[src/hw/srpg_regs.svh]
// Purpose: Offsets, field positions and reset values of the pattern generator
// Assumes: Byte-wide registers at their printed byte offsets
// Notes:   Definitions only
`ifndef SRPG_REGS_SVH
`define SRPG_REGS_SVH

// Register bus geometry
`define SRPG_ADDR_W        16
`define SRPG_DATA_W        8

// Register offsets
`define SRPG_OFF_K_LO      16'h0400
`define SRPG_OFF_K_HI      16'h0401
`define SRPG_OFF_REQ_CTL   16'h0402
`define SRPG_OFF_PAT_CTL   16'h0403
`define SRPG_OFF_STATUS    16'h0404

// Request control field positions
`define SRPG_REQ_PIN_BIT   7
`define SRPG_REQ_EDGE_BIT  6
`define SRPG_REQ_TRIG_BIT  5
`define SRPG_REQ_SRC_BIT   4

// Pattern control field positions
`define SRPG_PAT_INT_BIT   7
`define SRPG_PAT_MODE_HI   5
`define SRPG_PAT_MODE_LO   4
`define SRPG_PAT_CNT_HI    3
`define SRPG_PAT_CNT_LO    1

// Pattern mode codes
`define SRPG_MODE_SHOT     2'h0
`define SRPG_MODE_CONT     2'h1
`define SRPG_MODE_PRBS     2'h2
`define SRPG_MODE_STOP     2'h3

// Reset values
`define SRPG_RST_BYTE      8'h00
`define SRPG_RST_K         16'h0000

`endif

[src/hw/srpg_pkg.sv]
// Purpose: Types shared by the pattern generator files
// Assumes: Constants live in srpg_regs.svh
// Notes:   Nothing here is imported; users write srpg_pkg::name
package srpg_pkg;

  // Generator sequencing states
  typedef enum logic [1:0] {
    S_IDLE,  // Waiting for a request
    S_WAIT,  // Request taken, waiting for the next aligned tick
    S_SHOT,  // Emitting a counted burst
    S_CONT   // Emitting a free-running pulse train
  } srpg_state_t;

endpackage : srpg_pkg

[src/hw/srpg_gen.sv]
// Purpose: Pattern generator for the converter alignment pulse
// Assumes: Plain register port; osc_i and loop_i synchronous to clock_i
// Notes:   Output changes only one cycle after an aligned divider tick, or when the generator is disabled
// Notes on behaviour
// - Clock source: oscillator or loop feedback.
// - 16-bit K divide, no fixed halving.
// - K spans 0 to 65535, two registers.
// - Pulses only on the aligned divider tick.
// - One bit picks software or pin requests.
// - Software requests are level, trigger bit.
// - Software burst clears trigger bit when done.
// - Software train runs while trigger bit set.
// - Pin level burst starts on rising pin.
// - Pin level train runs while pin high.
// - Edge style; bit picks active pin edge.
// - Edge burst ignores pin until finished.
// - Edge train starts on edge, then runs until reconfigured.
// - Mode field: burst, train, unused, stop.
// - Count field maps to 1,2,4,6,8 pulses.
// - Burst gives exactly N pulses, then low.
// - Train toggles at input over K.
// - Drives output only in internal source mode.
`include "srpg_regs.svh"

module srpg_gen (
  input  wire logic                    clock_i,    // System clock, 50 MHz
  input  wire logic                    reset_n_i,  // Asynchronous reset, active low
  input  wire logic [`SRPG_ADDR_W-1:0] addr_i,     // Register address
  input  wire logic [`SRPG_DATA_W-1:0] wdata_i,    // Write data
  input  wire logic                    wr_i,       // Write strobe
  input  wire logic                    rd_i,       // Read strobe
  input  wire logic                    osc_i,      // Oscillator input level
  input  wire logic                    loop_i,     // Loop feedback level
  input  wire logic                    pattern_request_pin_i,  // Async request
  output logic      [`SRPG_DATA_W-1:0] rdata_o,    // Read data, cycle after rd_i
  output logic                         sysref_o    // Generated pattern
);

  // Register storage
  logic [7:0]               k_lo_reg;     // K low byte
  logic [7:0]               k_hi_reg;     // K high byte
  logic [7:0]               req_ctl_reg;  // Request control
  logic [7:0]               pat_ctl_reg;  // Pattern control
  logic                     trig_prev_reg;  // Trigger bit one cycle ago

  // Request pin synchroniser and edge history
  logic                     pin_s1_reg;   // First stage, read only by second
  logic                     pin_s2_reg;   // Second stage, safe level
  logic                     pin_s3_reg;   // History for edge detection

  // Sequencer
  srpg_pkg::srpg_state_t    state_reg;    // Generator state
  logic [4:0]               left_reg;     // Output toggles still to make
  logic                     sysref_reg;   // Output level

  // Decoded controls
  logic                     div_tick;     // Aligned tick from the divider
  logic [1:0]               pat_mode;     // Pattern mode field
  logic [3:0]               n_count;      // Pulses per burst
  logic                     gen_en;       // Generator allowed to run
  logic                     sw_mode;      // Software requests
  logic                     edge_mode;    // Pin edge style
  logic                     is_cont;      // Continuous pattern selected
  logic                     lvl_now;      // Request level now
  logic                     lvl_old;      // Request level one cycle ago
  logic                     act_edge;     // Active pin edge seen
  logic                     start_req;    // Request to begin
  logic                     stay;         // Train may continue
  logic                     shot_done;    // Last toggle of a burst
  logic                     wr_req_ctl;   // Write to request control now
  logic                     hw_clear;     // Hardware clears the trigger bit

  // Burst length decode from the count field
  function automatic logic [3:0] shot_pulses(input logic [2:0] code);
    case (code)
      3'h1:    shot_pulses = 4'h1;
      3'h2:    shot_pulses = 4'h2;
      3'h3:    shot_pulses = 4'h4;
      3'h4:    shot_pulses = 4'h6;
      3'h5:    shot_pulses = 4'h8;
      default: shot_pulses = 4'h1;  // Code zero and codes six up give one
    endcase
  endfunction

  // Divider shared with the alignment grid
  srpg_kdiv u_kdiv (
    .clock_i   (clock_i),
    .reset_n_i (reset_n_i),
    .osc_i     (osc_i),
    .loop_i    (loop_i),
    .src_sel_i (req_ctl_reg[`SRPG_REQ_SRC_BIT]),
    .k_i       ({k_hi_reg, k_lo_reg}),
    .tick_o    (div_tick)
  );

  // Field decode
  assign pat_mode  = pat_ctl_reg[`SRPG_PAT_MODE_HI:`SRPG_PAT_MODE_LO];
  assign n_count   = shot_pulses(pat_ctl_reg[`SRPG_PAT_CNT_HI:`SRPG_PAT_CNT_LO]);
  assign is_cont   = (pat_mode == `SRPG_MODE_CONT);
  // Only the internal source codes with a usable pattern may run
  assign gen_en    = pat_ctl_reg[`SRPG_PAT_INT_BIT]
                   && (pat_mode != `SRPG_MODE_STOP)
                   && (pat_mode != `SRPG_MODE_PRBS);
  assign sw_mode   = !req_ctl_reg[`SRPG_REQ_PIN_BIT];
  // Software control ignores the edge bit and stays level sensitive
  assign edge_mode = !sw_mode && req_ctl_reg[`SRPG_REQ_EDGE_BIT];

  // Request level source
  always_comb begin
    if (sw_mode) begin
      lvl_now = req_ctl_reg[`SRPG_REQ_TRIG_BIT];
      lvl_old = trig_prev_reg;
    end else begin
      lvl_now = pin_s2_reg;
      lvl_old = pin_s3_reg;
    end
  end

  // Bit 5 low picks rising, high picks falling
  assign act_edge = req_ctl_reg[`SRPG_REQ_TRIG_BIT] ? (pin_s3_reg & ~pin_s2_reg)
                                                    : (pin_s2_reg & ~pin_s3_reg);

  // Start and hold conditions for each request style
  always_comb begin
    if (edge_mode) begin
      start_req = act_edge;
      stay      = 1'b1;
    end else if (is_cont) begin
      start_req = lvl_now;
      stay      = lvl_now;
    end else begin
      start_req = lvl_now & ~lvl_old;
      stay      = 1'b1;
    end
  end

  assign shot_done  = (state_reg == srpg_pkg::S_SHOT) && div_tick && (left_reg == 5'h01);
  assign wr_req_ctl = wr_i && (addr_i == `SRPG_OFF_REQ_CTL);
  assign hw_clear   = shot_done && sw_mode && !is_cont;

  // Request pin synchroniser; the first flop feeds only the second
  always_ff @(posedge clock_i or negedge reset_n_i) begin
    if (!reset_n_i) begin
      pin_s1_reg <= 1'b0;
      pin_s2_reg <= 1'b0;
      pin_s3_reg <= 1'b0;
    end else begin
      pin_s1_reg <= pattern_request_pin_i;
      pin_s2_reg <= pin_s1_reg;
      pin_s3_reg <= pin_s2_reg;
    end
  end

  // Register writes; a software write beats the hardware clear
  always_ff @(posedge clock_i or negedge reset_n_i) begin
    if (!reset_n_i) begin
      k_lo_reg      <= `SRPG_RST_BYTE;
      k_hi_reg      <= `SRPG_RST_BYTE;
      req_ctl_reg   <= `SRPG_RST_BYTE;
      pat_ctl_reg   <= `SRPG_RST_BYTE;
      trig_prev_reg <= 1'b0;
    end else begin
      trig_prev_reg <= req_ctl_reg[`SRPG_REQ_TRIG_BIT];
      if (wr_i && (addr_i == `SRPG_OFF_K_LO)) begin
        k_lo_reg <= wdata_i;
      end else if (wr_i && (addr_i == `SRPG_OFF_K_HI)) begin
        k_hi_reg <= wdata_i;
      end else if (wr_i && (addr_i == `SRPG_OFF_PAT_CTL)) begin
        pat_ctl_reg <= wdata_i;
      end
      if (wr_req_ctl) begin
        req_ctl_reg <= wdata_i;
      end else if (hw_clear) begin
        req_ctl_reg[`SRPG_REQ_TRIG_BIT] <= 1'b0;
      end
    end
  end

  // Read data, valid only in the cycle after the strobe
  always_ff @(posedge clock_i or negedge reset_n_i) begin
    if (!reset_n_i) begin
      rdata_o <= `SRPG_RST_BYTE;
    end else if (!rd_i) begin
      rdata_o <= `SRPG_RST_BYTE;
    end else if (addr_i == `SRPG_OFF_K_LO) begin
      rdata_o <= k_lo_reg;
    end else if (addr_i == `SRPG_OFF_K_HI) begin
      rdata_o <= k_hi_reg;
    end else if (addr_i == `SRPG_OFF_REQ_CTL) begin
      rdata_o <= req_ctl_reg;  // Shows the self-cleared trigger bit
    end else if (addr_i == `SRPG_OFF_PAT_CTL) begin
      rdata_o <= pat_ctl_reg;
    end else if (addr_i == `SRPG_OFF_STATUS) begin
      // Busy, output level and synchronised pin
      rdata_o <= {5'h00, (state_reg != srpg_pkg::S_IDLE), sysref_reg, pin_s2_reg};
    end else begin
      rdata_o <= `SRPG_RST_BYTE;  // Unmapped reads return zero
    end
  end

  // Sequencer and output; every output change waits for a divider tick, except the forced low when gen_en is low
  always_ff @(posedge clock_i or negedge reset_n_i) begin
    if (!reset_n_i) begin
      state_reg  <= srpg_pkg::S_IDLE;
      left_reg   <= 5'h00;
      sysref_reg <= 1'b0;
    end else if (!gen_en) begin
      // External source, stop or unused code: static low, requests dropped
      state_reg  <= srpg_pkg::S_IDLE;
      left_reg   <= 5'h00;
      sysref_reg <= 1'b0;
    end else begin
      case (state_reg)
        srpg_pkg::S_IDLE: begin
          if (start_req) begin
            state_reg <= srpg_pkg::S_WAIT;
          end
        end
        srpg_pkg::S_WAIT: begin
          if (is_cont && !stay) begin
            state_reg <= srpg_pkg::S_IDLE;
          end else if (div_tick) begin
            sysref_reg <= 1'b1;
            if (is_cont) begin
              state_reg <= srpg_pkg::S_CONT;
            end else begin
              state_reg <= srpg_pkg::S_SHOT;
              left_reg  <= {n_count, 1'b0} - 5'h01;
            end
          end
        end
        srpg_pkg::S_SHOT: begin
          // Pin edges are not looked at here, so early edges are lost
          if (div_tick) begin
            sysref_reg <= ~sysref_reg;
            left_reg   <= left_reg - 5'h01;
            if (left_reg == 5'h01) begin
              state_reg <= srpg_pkg::S_IDLE;
            end
          end
        end
        srpg_pkg::S_CONT: begin
          // Stop only at a tick so the last pulse keeps its width
          if (div_tick) begin
            if (!stay || !is_cont) begin
              sysref_reg <= 1'b0;
              state_reg  <= srpg_pkg::S_IDLE;
            end else begin
              sysref_reg <= ~sysref_reg;
            end
          end
        end
        default: begin
          state_reg <= srpg_pkg::S_IDLE;
        end
      endcase
    end
  end

  assign sysref_o = sysref_reg;

  // Independent tally of output pulses, kept apart from the toggle count
  logic       sys_prev_reg;  // Output level one cycle ago
  logic [3:0] seen_reg;      // Rising output edges since the burst began
  logic [3:0] want_reg;      // Burst length held from the start tick

  // Cleared while waiting, so the tally restarts with every request
  always_ff @(posedge clock_i or negedge reset_n_i) begin
    if (!reset_n_i) begin
      sys_prev_reg <= 1'b0;
      seen_reg     <= 4'h0;
      want_reg     <= 4'h0;
    end else begin
      sys_prev_reg <= sysref_reg;
      if (state_reg == srpg_pkg::S_WAIT) begin
        seen_reg <= 4'h0;             // Fresh tally
        want_reg <= n_count;          // Length in force at the start tick
      end else if (sysref_reg && !sys_prev_reg && (seen_reg != 4'hf)) begin
        seen_reg <= seen_reg + 4'h1;  // Saturates in a long train
      end
    end
  end
endmodule // srpg_gen

[src/hw/srpg_kdiv.sv]
// Purpose: K divider producing the aligned tick of the pattern generator
// Assumes: Both candidate sources are synchronous to clock_i
// Notes:   One tick every K rising edges of the selected source; K of 0 acts as 1
`include "srpg_regs.svh"

module srpg_kdiv (
  input  wire logic        clock_i,    // System clock
  input  wire logic        reset_n_i,  // Asynchronous reset, active low
  input  wire logic        osc_i,      // Oscillator input level
  input  wire logic        loop_i,     // Second-stage loop feedback level
  input  wire logic        src_sel_i,  // High selects the loop feedback
  input  wire logic [15:0] k_i,        // Programmed K value
  output logic             tick_o      // One-cycle aligned tick
);

  logic        sel_in;    // Selected source level
  logic        prev_reg;  // Source level one cycle ago
  logic        src_edge;  // Rising edge of the selected source
  logic [15:0] k_eff;     // K with zero mapped to one
  logic [15:0] cnt_reg;   // Source edges since the last tick
  logic        wrap;      // Count reaches K on this edge

  // Source choice; a switch may cost one stray edge, tolerated
  assign sel_in   = src_sel_i ? loop_i : osc_i;
  assign src_edge = sel_in & ~prev_reg;
  assign k_eff    = (k_i == 16'h0000) ? 16'h0001 : k_i;
  assign wrap     = (cnt_reg >= (k_eff - 16'h0001));

  // Edge history of the selected source
  always_ff @(posedge clock_i or negedge reset_n_i) begin
    if (!reset_n_i) begin
      prev_reg <= 1'b0;
    end else begin
      prev_reg <= sel_in;
    end
  end

  // Edge counter; free running so all outputs share its phase
  always_ff @(posedge clock_i or negedge reset_n_i) begin
    if (!reset_n_i) begin
      cnt_reg <= `SRPG_RST_K;
      tick_o  <= 1'b0;
    end else begin
      tick_o <= src_edge & wrap;
      if (src_edge) begin
        cnt_reg <= wrap ? 16'h0000 : cnt_reg + 16'h0001;
      end
    end
  end
endmodule // srpg_kdiv

[config.mk]
export PLATFORM = sky130hd
export DESIGN_NAME = srpg_gen
export DESIGN_NICKNAME = d
export VERILOG_FILES = /design/src/hw/srpg_pkg.sv /design/src/hw/srpg_gen.sv /design/src/hw/srpg_kdiv.sv
export VERILOG_INCLUDE_DIRS = /design/src /design/src/hw
export SDC_FILE = /design/constraint.sdc
export NUM_CORES = 1
export LEC_CHECK = 0
export BUFFER_PORTS_ARGS = -buffer_cell sky130_fd_sc_hd__buf_2
export CAP_MARGIN = 20
export CELL_PAD_IN_SITES_DETAIL_PLACEMENT = 0
export CELL_PAD_IN_SITES_GLOBAL_PLACEMENT = 1
export CORE_ASPECT_RATIO = 0.75
export CORE_MARGIN = 2
export CORE_UTILIZATION = 47
export DETAILED_ROUTE_END_ITERATION = 8
export PLACE_DENSITY_LB_ADDON = 0.1
export SLEW_MARGIN = 25
export SYNTH_ARGS = -nofsm -noshare
export SYNTH_HDL_FRONTEND = slang
export SYNTH_SLANG_ARGS = --single-unit
[constraint.sdc]
create_clock -name clock_i -period 4.2 [get_ports clock_i]
set_input_delay 0.84 -clock clock_i [delete_from_list [all_inputs] [get_ports clock_i]]
set_output_delay 0.84 -clock clock_i [all_outputs]
set_load 0.1 [all_outputs]
==> impl_metrics.tcl <==
set metrics [dict create \
    slowest_delay_ns 0.48 \
    cts.sinks 70 \
    period_share_pct 89.4 \
    cts_hold_repair.buffers 0 \
    grt_first_pass_wirelength_um 14400 \
    setup_viol 0 \
    grt_setup_unrepaired "false" \
    initial_core_util_pct 49.1 \
    layout_setup_ws_ns 0.444 \
    switching_power_w 0.000367 \
    syn_area_um2 3920 \
    p_clk_share_pct 39.4 \
    swShare_pct 25.7 \
    total_power_w 0.00143 \
    htree_levels 3 \
    ys_top_cells_by_area "dfrtp_1 45%, mux2_2 8.6%, ha_1 6.7%" \
    fmax_ghz 0.266 \
    critPathMaxFanout 13 \
    utilization_pct 55.7 \
    drtIter0Drc 181 \
    relSlewSlack_pct 48.2 \
    post_cts.repair.setup_buffers 0 \
    path_depth 15 \
    post-place-ws_ns 0.491 \
    largest_register_ffs 16 \
    dr_total_vias 2978 \
    drt_pass1_iterations 4 \
    root_buffer "clkbuf_8" \
    cts_buffers 9 \
    wirelength_um 8790 \
    synthArstFlopShare_pct 100 \
    portBuffers 39 \
    regToRegSetupSlack_ns 0.44 \
    hold_class "reg -> reg" \
    p_comb_share_pct 10.5 \
    synth_top_cell_by_area "dfrtp_1" \
    post_cts_resized 0 \
    finalMaxSlewViolations 0 \
    syn_nets 422 \
    min_from "pin_s1_reg" \
    drc 0 \
    clk_latency_ns 0.36 \
    min_period_ns 3.76 \
    pin_count 40 \
    seq_power_share_pct 50.1 \
    ys_ff_latch 70 \
    wire_per_inst_um 16.6 \
    place_congestion 0.869 \
    dieArea_um2 9100 \
    drv_cap 0 \
    whs_ns 0.352 \
    worstRegToRegCells 15 \
    critPathRequiredTime_ns 4.43 \
    critical_path.top_delay_family "simple AND/OR/NAND/NOR gates" \
    die_h_um 83.1 \
    reg2reg_to "u_kdiv.cnt_reg[11]" \
    drive_above_1_share_pct 24.1 \
    status "complete, no violations" \
    core_um2 7990 \
    regToRegStartpoint "k_hi_reg[3]" \
    intPower_w 0.00106 \
    rows 28 \
    n_antenna_cell 0 \
    start_kind "register" \
    hpwlAfterDp_um 6620 \
    synth_edf_count 0 \
    area_growth_pct 13.5 \
    crit_buf_inv 0 \
    skew_ns 0.00683 \
    grt_overflow_total 0 \
    path_clk_slew_ns 0.07 \
    hold_viol 0 \
    peakVddDrop_v 0.000198 \
    worstSetupEndpointType "register" \
    clockBufferDepth 2 \
    crit_chain "or3_1 -> nor4_1 -> and3_1 -> a21oi_1 -> ha_1 -> nand3_1 -> nor3_1 -> xnor2_1 -> ha_1 -> nand4_1 -> nor2_1 -> o2111ai_1 -> o211ai_1 -> and2_1 -> nor2_1" \
    synth_cell_types 52 \
    crit_slowest_cell "and2_1" \
    worst_ep_arrival_time_ns 3.98 \
    synth_top_area_share_pct 44.7 \
    syn_inst 370 \
    antenna_found_initial 0 \
    fp.dieW_um 109 \
    grt_use_total_pct 20.8 \
    grt_pass1_vias 2766 \
    ant_nets 0 \
    ys.flop_type "dfrtp_1" \
    power.density_nw_per_um2 321 \
    fin_nets 470 \
    cellLeakagePower_nw 2.12 \
    cts_tree "done" \
    seq_area_frac_synth_pct 44.7 \
    viasPerCell 5.64 \
    crit_type "reg -> reg" \
    setup_tns_ns 0 \
    min_to "pin_s2_reg" \
    tightest_slew_ns 0.777 \
    ys_warn_count 0 \
    grt_max_degree 37 \
    synth.avg_cell_area_um2 10.6 \
    worstHoldPathCells 0 \
]
## cell families (layout without fill, tap and decap cells)
| group | after synthesis | after routing | synth area share (%) |
|---|---|---|---|
| flip-flops | 70 | 70 | 44.7 |
| adder cells (fa/ha/maj) | 21 | 21 | 6.70 |
| multiplexers | 37 | 37 | 12.0 |
| AND/OR/NAND/NOR | 137 | 137 | 19.5 |
| buffers and inverters | 15 | 68 | 1.53 |
| AO/OA/AOI/OAI | 66 | 66 | 10.3 |
| XOR/XNOR | 24 | 24 | 5.36 |
## power by group through the flow
stage          Clock [W]  Sequential (W)  Combinational [W]
2_1_floorplan          0        0.000720          0.0000887
3_3_place_gp           0        0.000728           0.000153
3_5_place_dp           0        0.000728           0.000152
4_1_cts         0.000573        0.000715           0.000153
5_1_grt         0.000601        0.000718           0.000174
6_report        0.000562        0.000715           0.000151
## stage by stage
step / instance area (µm²) / std cells
3_5_place_dp: 4250 / 512
5_1_grt: 4450 / 528
4_1_cts: 4450 / 528
2_1_floorplan: 3920 / 370
3_3_place_gp: 4250 / 512
6_report: 4450 / 528
## routing by layer
metal / global-route usage [%] / up-vias / routed length [µm]
met5: 0 / - / 0
met4: 6.44 / 0 / 124
met3: 4.95 / 11 / 516
met2: 26.8 / 79 / 3420
met1: 33.6 / 1429 / 4730
li1: - / 1459 / -
## how the worst max path moves through the flow
stage	slack (ns)	end	from
after CTS	0.46	u_kdiv.cnt_reg[11]	k_hi_reg[3]
after global routing	0.12	u_kdiv.cnt_reg[7]	k_hi_reg[3]
after floorplan	0.82	u_kdiv.cnt_reg[10]	k_hi_reg[3]
final	0.44	u_kdiv.cnt_reg[11]	k_hi_reg[3]
after global placement	0.55	u_kdiv.cnt_reg[15]	k_hi_reg[3]
after detailed placement	0.49	u_kdiv.cnt_reg[11]	k_hi_reg[3]
## cells in the final DEF (no fill, tap or decap), types with 3 or more instances in the layout
cell type,count
nor4b_1,3
ha_1,21
or3_1,3
nor2_1,36
o211ai_1,4
mux2_2,30
o21ai_0,23
clkinv_2,3
nand3_1,8
nand4_1,4
a21oi_1,17
buf_2,39
clkbuf_8,11
xnor2_1,11
nor2b_1,3
nand2_1,26
xor2_1,13
dfrtp_1,70
nand2b_1,8
nor3_1,11
nor4_1,6
and3_1,11
mux4_2,5
buf_4,4
inv_1,9
a22oi_1,5
a211oi_1,3
## Yosys cell counts, types with 8 or more instances
library cell   n
mux2_2        30
ha_1          21
nand2b_1       8
inv_1          9
nor3_1        11
a21oi_1       17
xnor2_1       11
nor2_1        36
dfrtp_1       70
and3_1        11
nand2_1       26
o21ai_0       23
xor2_1        13
nand3_1        8
## final cells by class
type	instances	area, µm²
fill	713	3540
multi-input combinational	285	2110
sequential	70	1750
timing repair buffer	43	225
clock buffer	12	155
tap	105	131
clock inverter	4	45.0
inverter	9	33.8
No activity file was read; power rests on OpenSTA's default activity.
